<file path="src/pport_pkg.sv">
// constants and carriers for the pipeline status, host timeout and vector block
// assumes one system clock; the cpu bus is byte wide
package pport_pkg;
  // register offsets on the local cpu bus
  localparam logic [6:0] IVB_ADDR    = 7'h18;
  localparam logic [6:0] HTV_ADDR    = 7'h24;
  localparam logic [6:0] PHS_ADDR    = 7'h34;
  // reset values
  localparam logic [7:0] IVB_RESET   = 8'h00;
  localparam logic [7:0] HTV_RESET   = 8'hFF;
  // timer shape
  localparam int         PRESCALE    = 2048;
  localparam int         TMR_WIDTH   = 14;
  localparam int         CMP_LSB     = 6;
  // negotiation status after a host timeout
  localparam logic [7:0] NEG_TIMEOUT = 8'h22;
  localparam logic [7:0] NEG_CLEAR   = 8'h00;
  // interrupt type codes in the low vector bits
  localparam logic [2:0] IT_NONE     = 3'h0;
  localparam logic [2:0] IT_SM       = 3'h4;
  localparam logic [2:0] IT_PIPE     = 3'h5;
  localparam logic [2:0] IT_BOTH     = 3'h6;
  // vector field split
  localparam int         VEC_LSB     = 3;
  // status bit positions
  localparam int         B_H1_DATA   = 7;
  localparam int         B_H1_TAG    = 6;
  localparam int         B_H2_DATA   = 5;
  localparam int         B_H2_TAG    = 4;
  localparam int         B_XB_DATA   = 3;
  localparam int         B_XB_EMPTY  = 2;
  localparam int         B_XB_PEND   = 1;
  localparam int         B_RL_NZ     = 0;

  // live pipeline state gathered from the data path
  typedef struct packed {
    logic holding_one_has_data;
    logic holding_one_tagged;
    logic holding_two_has_data;
    logic holding_two_tagged;
    logic xfer_buffer_has_data;
    logic xfer_request;           // request active, high true
    logic run_length_count_nonzero;
  } pipe_state_t;

  // timer states, one-hot
  typedef enum logic [2:0] {
    T_IDLE   = 3'b001,
    T_WAIT   = 3'b010,
    T_LOCKED = 3'b100
  } tmr_state_t;
endpackage

</file>
<file path="src/pport_status_timer.sv">
// pipeline status view, host response timeout timer and interrupt vector
// assumes data path and port state machine share ref_clk_in; the two ack
// pins come from outside and are resynchronised here
//
// What this block does
// - bits 7:6 show holding one data, tag
// - bits 5:4 show holding two data, tag
// - bit 3 buffer has data, bit 2 empty
// - bit 1 set while request waits acknowledge
// - bit 0 set while run-length count nonzero
// - status is read-only live view, resets 0x04
// - timeout value eight bit rw, resets ff
// - fourteen bit counter on clock divided 2048
// - compare value with counter upper eight bits
// - wait step restarts counter, counts until done
// - match before host answer raises timeout interrupt
// - timeout shows negotiation status 0x22
// - after timeout stay locked until lines idle
// - both test bits set suppress all timeouts
// - timer runs from event two awaiting host
// - vector register reads back last written value
// - acknowledge drives base 7:3 and type 2:0
// - low three base bits never reach vector
// - type codes 000,100,101,110 only
`timescale 1ns/100ps
module pport_status_timer #(
  parameter int PRESCALE_DIV = pport_pkg::PRESCALE  // clock divider ahead of counter
) (
  input  wire logic                 ref_clk_in,
  input  wire logic                 rst_in,
  // local cpu register port
  input  wire logic [6:0]           cpu_addr_in,
  input  wire logic                 cpu_rd_in,
  input  wire logic                 cpu_wr_in,
  input  wire logic [7:0]           cpu_wdata_in,
  output logic      [7:0]           host_data_bus_out,
  output logic                      host_data_bus_oe_out,
  // pipeline state and acknowledge pin
  input  wire pport_pkg::pipe_state_t pipe_in,
  input  wire logic                 xfer_ack_n_in,
  // port state machine side
  input  wire logic                 wait_start_in,
  input  wire logic                 host_event_in,
  input  wire logic [1:0]           host_timer_test_in,
  input  wire logic                 lines_idle_in,
  output logic                      timeout_int_out,
  output logic      [7:0]           neg_status_out,
  output logic                      sm_locked_out,
  // service request and acknowledge
  input  wire logic                 sm_req_in,
  input  wire logic                 pipe_req_in,
  input  wire logic                 service_ack_n_in,
  output logic                      service_request_n_out
);
  import pport_pkg::*;

  localparam int PW = $clog2(PRESCALE_DIV);     // prescaler width

  // refuse a divider the counter cannot serve
  if (PRESCALE_DIV < 2 || (1 << PW) != PRESCALE_DIV) begin : g_chk
    $error("PRESCALE_DIV must be a power of two of at least 2");
  end

  // pin synchronisers: three stages per pin
  logic [2:0] ack_sync [2];        // index 0 service ack, 1 transfer ack
  logic [1:0] ack_pin;             // raw pins
  logic [1:0] ack_low;             // settled, active low seen as 1
  assign ack_pin = {xfer_ack_n_in, service_ack_n_in};

  // stage one feeds stage two only; stages two and three must agree
  for (genvar i = 0; i < 2; i++) begin : g_sync
    always_ff @(posedge ref_clk_in) begin
      if (rst_in) begin
        ack_sync[i] <= 3'h7;
        ack_low[i]  <= 1'b0;
      end else begin
        ack_sync[i] <= {ack_sync[i][1:0], ack_pin[i]};
        if (ack_sync[i][1] == ack_sync[i][2]) begin
          ack_low[i] <= ~ack_sync[i][2];
        end
      end
    end
  end

  // registers software writes
  logic [7:0] ivb;                 // interrupt vector base
  logic [7:0] htv;                 // host timeout value

  // decode, if-else per style
  logic sel_ivb, sel_htv, sel_phs;
  assign sel_ivb = (cpu_addr_in == IVB_ADDR);
  assign sel_htv = (cpu_addr_in == HTV_ADDR);
  assign sel_phs = (cpu_addr_in == PHS_ADDR);

  // live status word, never stored
  logic [7:0] phs;
  assign phs[B_H1_DATA]  = pipe_in.holding_one_has_data;
  assign phs[B_H1_TAG]   = pipe_in.holding_one_tagged;
  assign phs[B_H2_DATA]  = pipe_in.holding_two_has_data;
  assign phs[B_H2_TAG]   = pipe_in.holding_two_tagged;
  assign phs[B_XB_DATA]  = pipe_in.xfer_buffer_has_data;
  assign phs[B_XB_EMPTY] = ~pipe_in.xfer_buffer_has_data;
  // pending means requested but acknowledge not yet seen
  assign phs[B_XB_PEND]  = pipe_in.xfer_request & ~ack_low[1];
  assign phs[B_RL_NZ]    = pipe_in.run_length_count_nonzero;

  // read mux; unmapped offsets read zero
  logic [7:0] rd_mux;
  always_comb begin
    if (sel_ivb) begin
      rd_mux = ivb;
    end else if (sel_htv) begin
      rd_mux = htv;
    end else if (sel_phs) begin
      rd_mux = phs;
    end else begin
      rd_mux = 8'h00;
    end
  end

  // writes; the status offset ignores writes
  always_ff @(posedge ref_clk_in) begin
    if (rst_in) begin
      ivb <= IVB_RESET;
      htv <= HTV_RESET;
    end else if (cpu_wr_in) begin
      if (sel_ivb) begin
        ivb <= cpu_wdata_in;
      end else if (sel_htv) begin
        htv <= cpu_wdata_in;
      end
    end
  end

  // interrupt type from the two request sources
  logic [2:0] it_code;
  assign it_code = (sm_req_in && pipe_req_in) ? IT_BOTH :
                   sm_req_in                  ? IT_SM   :
                   pipe_req_in                ? IT_PIPE : IT_NONE;

  // acknowledge only counts while our request stands
  logic svc_ack;
  assign svc_ack = ack_low[0] & ~service_request_n_out;

  // base low bits are dropped, type fills them
  logic [7:0] vec;
  assign vec = {ivb[7:VEC_LSB], it_code};

  // bus output: vector held during acknowledge, else one-cycle read data
  always_ff @(posedge ref_clk_in) begin
    if (rst_in) begin
      host_data_bus_out     <= 8'h00;
      host_data_bus_oe_out  <= 1'b0;
      service_request_n_out <= 1'b1;
    end else begin
      service_request_n_out <= ~(sm_req_in | pipe_req_in);
      if (svc_ack) begin
        host_data_bus_out    <= vec;
        host_data_bus_oe_out <= 1'b1;
      end else begin
        host_data_bus_out    <= cpu_rd_in ? rd_mux : 8'h00;
        host_data_bus_oe_out <= cpu_rd_in;
      end
    end
  end

  // host response timer
  tmr_state_t                 st, next_st;
  logic [PW-1:0]              presc;  // divider
  logic [TMR_WIDTH-1:0]       cnt;    // timeout counter
  logic                       tick;   // divider wrap
  logic                       match;  // upper bits equal value
  logic                       suppress;

  assign tick     = (presc == PW'(PRESCALE_DIV - 1));
  assign match    = (cnt[TMR_WIDTH-1:CMP_LSB] == htv);
  assign suppress = &host_timer_test_in;

  // the answer wins over a same-cycle match, so no false timeout
  logic fire;
  assign fire = (st == T_WAIT) && match && !host_event_in && !suppress;

  // state choice
  always_comb begin
    next_st = st;
    case (st)
      T_IDLE: begin
        if (wait_start_in) begin
          next_st = T_WAIT;
        end
      end
      T_WAIT: begin
        if (fire) begin
          next_st = T_LOCKED;
        end else if (host_event_in) begin
          next_st = T_IDLE;
        end
      end
      T_LOCKED: begin
        if (lines_idle_in) begin
          next_st = T_IDLE;
        end
      end
      default: next_st = T_IDLE;
    endcase
  end

  // counter and divider; a restart clears both so the length is exact
  always_ff @(posedge ref_clk_in) begin
    if (rst_in) begin
      st    <= T_IDLE;
      presc <= '0;
      cnt   <= '0;
    end else begin
      st <= next_st;
      if (wait_start_in && st != T_LOCKED) begin
        presc <= '0;
        cnt   <= '0;
      end else if (st == T_WAIT) begin
        presc <= presc + PW'(1);
        if (tick) begin
          cnt <= cnt + TMR_WIDTH'(1);
        end
      end
    end
  end

  // status outputs; timeout interrupt is a one-cycle pulse
  always_ff @(posedge ref_clk_in) begin
    if (rst_in) begin
      timeout_int_out <= 1'b0;
      neg_status_out  <= NEG_CLEAR;
      sm_locked_out   <= 1'b0;
    end else begin
      timeout_int_out <= fire;
      if (fire) begin
        neg_status_out <= NEG_TIMEOUT;
      end else if (wait_start_in && st != T_LOCKED) begin
        // a refused start while locked leaves the timeout report intact
        neg_status_out <= NEG_CLEAR;
      end
      sm_locked_out <= (next_st == T_LOCKED);
    end
  end

  // checks; a vector cycle overrides a read, so read checks skip it
  // data and empty bits must disagree on the bus itself
  a_status_empty: assert property (@(posedge ref_clk_in) disable iff (rst_in)
    cpu_rd_in && sel_phs && !svc_ack |=> host_data_bus_out[3] != host_data_bus_out[2])
    else $error("buffer data and empty bits agree");
  // expected bits rebuilt from the pipeline inputs, not from phs
  a_status_live: assert property (@(posedge ref_clk_in) disable iff (rst_in)
    cpu_rd_in && sel_phs && !svc_ack |=> host_data_bus_out[7:2] ==
      {$past(pipe_in[6:3]), $past(pipe_in.xfer_buffer_has_data),
       !$past(pipe_in.xfer_buffer_has_data)} && host_data_bus_out[0] ==
      $past(pipe_in.run_length_count_nonzero))
    else $error("status read not live");
  a_htv_reset: assert property (@(posedge ref_clk_in)
    $fell(rst_in) |-> htv == HTV_RESET)
    else $error("timeout value not ff after reset");
  a_fire_match: assert property (@(posedge ref_clk_in) disable iff (rst_in)
    timeout_int_out |-> $past(cnt[TMR_WIDTH-1:CMP_LSB]) == $past(htv))
    else $error("timeout without match");
  a_restart_zero: assert property (@(posedge ref_clk_in) disable iff (rst_in)
    wait_start_in && st == T_IDLE |=> cnt == 0 && presc == 0 && st == T_WAIT)
    else $error("timer did not restart");
  a_status_code: assert property (@(posedge ref_clk_in) disable iff (rst_in)
    timeout_int_out |-> neg_status_out == NEG_TIMEOUT && sm_locked_out)
    else $error("timeout status not 0x22");
  a_locked_hold: assert property (@(posedge ref_clk_in) disable iff (rst_in)
    st == T_LOCKED && !lines_idle_in |=> st == T_LOCKED)
    else $error("lock left early");
  a_test_mute: assert property (@(posedge ref_clk_in) disable iff (rst_in)
    $past(suppress) |-> !timeout_int_out)
    else $error("timeout while suppressed");
  a_vector_out: assert property (@(posedge ref_clk_in) disable iff (rst_in)
    svc_ack |=> host_data_bus_oe_out && host_data_bus_out[7:3] == $past(ivb[7:3]))
    else $error("vector base wrong");
  a_type_code: assert property (@(posedge ref_clk_in) disable iff (rst_in)
    svc_ack |=> host_data_bus_out[2:0] inside {3'h0, 3'h4, 3'h5, 3'h6})
    else $error("invalid type code");
  a_tick_count: assert property (@(posedge ref_clk_in) disable iff (rst_in)
    st == T_WAIT && tick && !wait_start_in && !fire && !host_event_in
      |=> cnt == $past(cnt) + 14'h0001)
    else $error("counter missed a tick");
  c_timeout: cover property (@(posedge ref_clk_in) disable iff (rst_in) timeout_int_out);
  c_answer: cover property (@(posedge ref_clk_in) disable iff (rst_in)
    st == T_WAIT ##1 st == T_IDLE);
  c_vector: cover property (@(posedge ref_clk_in) disable iff (rst_in)
    svc_ack && sm_req_in && pipe_req_in);
endmodule

</file>
<file path="config.mk">
export PLATFORM = sky130hd
export DESIGN_NAME = pport_status_timer
export DESIGN_NICKNAME = d
export VERILOG_FILES = /design/src/pport_pkg.sv /design/src/pport_status_timer.sv
export SDC_FILE = /design/constraint.sdc
export NUM_CORES = 1
export LEC_CHECK = 0
export BUFFER_PORTS_ARGS = -buffer_cell sky130_fd_sc_hd__buf_2
export CAP_MARGIN = 20
export CORE_ASPECT_RATIO = 0.6
export CORE_MARGIN = 10
export CORE_UTILIZATION = 49
export CTS_CLUSTER_SIZE = 20
export DETAILED_ROUTE_END_ITERATION = 8
export PLACE_DENSITY_LB_ADDON = 0.3
export SETUP_SLACK_MARGIN = 0.02
export SYNTH_ARGS = -nofsm -noshare
export SYNTH_HDL_FRONTEND = slang
export SYNTH_SLANG_ARGS = --single-unit
</file>
<file path="constraint.sdc">
create_clock -name ref_clk_in -period 2.28 [get_ports ref_clk_in]
set_clock_uncertainty 0.2 [all_clocks]
set_input_delay 0.114 -clock ref_clk_in [delete_from_list [all_inputs] [get_ports ref_clk_in]]
set_output_delay 0.114 -clock ref_clk_in [all_outputs]
set_load 0.05 [all_outputs]
</file>
==> results list <==
* Sequential fraction of design power: 49.8%
- Critical Path End: cnt[8]
- Kind of launch point of the worst setup path: register
- The die is 79.4 um tall.
* FF-to-FF path depth: 5
- In this run the critical register-to-register path is launched from presc[0].
- Sequential cells were found to cover 45.1% of the synthesized design area.
* Design internal power: 0.00178 W
* Half-perimeter wire length after placement: 5160 um
- Among all stages on the critical path, the largest delay is contributed by or4_4.
- Yosys Warn Count: 0
- Drt total wl: 7780 um
- After floorplanning, the core was sized to cover 5650 um2.
- Max frequency: 456 MHz
- The count of final hold-check violations was 0.
- Final number of max-transition violations: 0
- Area enclosed by the die boundary: 9460 um2
- CTS sink cnt: 65
- Number of buffers created by CTS: 9
- For this design the total switching power over the nets is 0.000526 W.
* Share of synthesized registers carrying an async set or reset: 0%
- Input and output buffers added on the ports amount to 48.
* Syn_area_per_cell: 8.93 um2
- RePlAce Congestion: 0.814
- Placement Rows: 21
* Unique masters post-synth: 50
* Clock root buffer: clkbuf_8
* Max_cap viols: 0
- Summed over all instances, the cell type with the most area after synthesis is dfxtp_1.
- After detailed routing, the number of remaining DRC violations is 0.
* Area share of the largest cell type after synthesis: 45.1%
- For this run, the post-layout net count is 445.
* Largest fanout of any net on the critical path: 7
- Of the total power, combinational logic draws 7.9%.
- For this run, the total global-route usage over all layers was measured as 15.9%.
- Antenna diode instance count: 0
* Total congestion overflow: 0
- Number of flops mapped to enable cells by yosys: 0
- Counting flops and latches in the post-synthesis netlist gives 65.
* Final design utilization: 65.7%
- Final-layout worst hold slack: 31.2 ps
- Sort of element at the end of the critical path: register
* Clk pin slew, worst setup/hold paths: 60 ps
- The setup check on the worst reg-to-reg path leaves a slack of 90 ps.
- Once detail routing completed, the nets flagged for antenna violations numbered 0.
- For the finished layout, the period the worst path requires is 2190 ps.
- The clock reaches the later pin of the worst-skew pair after 340 ps.
- The layout has 449 filler cells.
- After detailed routing, the average wire length per cell comes to 15.8 um.
- Buffers from clock root to sink, at most: 2
- Yosys instantiated no cell more often than dfxtp_1.
- Entering global routing, the biggest net connects 36 pins.
- Of the cells placed in the final design, the portion with a size suffix greater than 1 is 23.5%.
- First element of the critical path: presc[0]
- RR Endpoint: cnt[8]
* Cell area after synthesis: 2880 um2
- The first global-routing pass estimated 12100 um of wire.
- Area added between synthesis and finish: 28.7%
* Worst slew slack as a fraction of its limit: 57.1%
- Maximum level of the CTS H-tree: 3
* Required arrival time at the worst endpoint: 2350 ps
* Number of global-route vias before repair: 2415
* Power Density: 622 nW/um2
- Pleak: 1.49 nW
- At the worst endpoint, the arrival time is 2260 ps.
- Cells after Synth: 323
- Starting density of the core: 51.1%
* Kind of critical path: reg -> reg
- Switching Fraction: 22.8%
* Worst-path cell chain: ha_2, nand3_2, or4_4, or4_1, a21oi_2
- List of most frequent post-synthesis cells: dfxtp_1, nand2_1, nor2_1
- Ratio of routed vias to standard cells: 5.46
* Number of design-rule violations left by the first detailed-router iteration: 229
- The largest single stage delay on the critical path is 600 ps.
- Result of the run: completed
- The share of total power dissipated in the clock network is 42.3%.
- Setup repair after global routing left no endpoint under its margin.
* Peak supply drop: 0.000292 V
- At the pin with the least slew margin, the transition time is 642 ps.
- TNS Setup: 0 ps
- Tightest Hold Check Type: in -> reg
* Clock tree from TritonCTS: yes
- Chip Width: 119 um
- The most used flip-flop cell after synthesis is dfxtp_1.
- The detailed router placed 2686 vias in this run.
* Detailed-routing iteration count for the pre-antenna-repair pass: 7
* I/O pin count: 55
- Ranked by total cell area, the synthesized netlist is headed by dfxtp_1, xnor2_1, nand2_1.
- The final critical path takes up 96.1% of the cycle.
- Final setup viols: 0
* Antenna violations before repair: 0
critical path: cells and delay by family (launching register included):
family	cells	cell delay [ps]
flip-flops	1	350
AND/OR/NAND/NOR	3	1230
adder cells (fa/ha/maj)	1	190
AO/OA/AOI/OAI	1	150
final cells by class:
class | count | area [um2] | share of cell area [%]
Tap cell | 80 | 100 | 2.70
Sequential cell | 65 | 1310 | 35.2
Inverter | 5 | 18.8 | 0.506
Clock inverter | 3 | 40.0 | 1.08
Multi-Input combinational cell | 239 | 1490 | 40.1
Timing Repair Buffer | 88 | 603 | 16.3
Clock buffer | 12 | 155 | 4.18
cells in the final DEF, fill, tap and decap left out, types with 3 or more instances in the layout:
master          n
a21o_1          4
a21oi_1        18
a22oi_1         3
and3_1          3
buf_2          48
buf_4          15
clkbuf_8       11
conb_1          6
dfxtp_1        62
dfxtp_2         3
dlygate4sd3_1  25
inv_1           5
mux2i_1         9
nand2_1        33
nand3_1        12
nand3b_1        9
nand4_1         9
nor2_1         30
nor3_1          5
nor3b_1         3
nor4_1          6
o21ai_0         4
o22ai_1         3
o2bb2ai_1       5
o31ai_1         9
or2_2           7
or3_1           4
or4_1           8
or4_4           3
xnor2_1        15
xor2_1          3
how the worst min path moves through the flow:
stage | start | to | slack, ps | depth (start not counted)
after floorplan | pipe_req_in | service_request_n_out | 20 | 1
after global placement | service_ack_n_in | ack_sync[0][0] | 100 | 2
after detailed placement | service_ack_n_in | ack_sync[0][0] | 100 | 2
after CTS | pipe_in[2] | host_data_bus_out[2] | 10 | 4
after global routing | pipe_in[1] | host_data_bus_out[1] | 30 | 4
final | pipe_in[1] | host_data_bus_out[1] | 30 | 4
routing by layer:
layer,up-vias,GRT usage [%],wire length [um]
met1,1225,20.9,3690
li1,1323,-,-
met4,0,4.73,95
met3,14,5.79,686
met5,-,0,0
met2,124,23.8,3300
timing repair:
item,CTS,global route
endpoints found under the hold margin,32,0
hold buffers,25,0
gates resized for setup,0,9
setup endpoints to repair,0,8
buffers inserted,0,1
power by group through the flow:
stage | registers [W] | clock network, W | logic, W
after CTS | 0.00115 | 0.000989 | 0.000175
after floorplan | 0.00119 | 0 | 0.0000777
after global placement | 0.00118 | 0 | 0.000139
final | 0.00115 | 0.000976 | 0.000182
after detailed placement | 0.00118 | 0 | 0.000141
after global routing | 0.00115 | 0.00104 | 0.000196
cell families (layout without fill, tap and decap cells):
| logic type | after synthesis | in the layout | share of synthesized area (%) |
|---|---|---|---|
| compound gates | 57 | 57 | 12.9 |
| buf+inv | 26 | 108 | 5.16 |
| fa+ha+maj | 2 | 2 | 0.868 |
| other cells | 1 | 6 | 0.130 |
| xor+xnor | 18 | 18 | 5.47 |
| mux | 9 | 9 | 3.12 |
| flops | 65 | 65 | 45.1 |
| simple gates | 145 | 147 | 27.2 |
stage by stage:
stage               total power, W  std cells  worst slack (ps)  instance area, um2
CTS                        0.00231        489              41.2                3660
floorplan                  0.00126        328              -138                2910
global placement           0.00132        449               117                3220
global route               0.00239        492              22.6                3710
finish                     0.00231        492              88.1                3710
detailed placement         0.00132        449              57.3                3220
registers in the layout, indices dropped and copies added (netlist names):
signal	count
host_data_bus_out	8
sm_locked_out	1
ack_low	2
cnt	14
ack_sync	6
presc	11
host_data_bus_oe_out	1
service_request_n_out	1
ivb	8
timeout_int_out	1
neg_status_out	1
htv	8
st	3
Power figures use the tool's default switching activity.
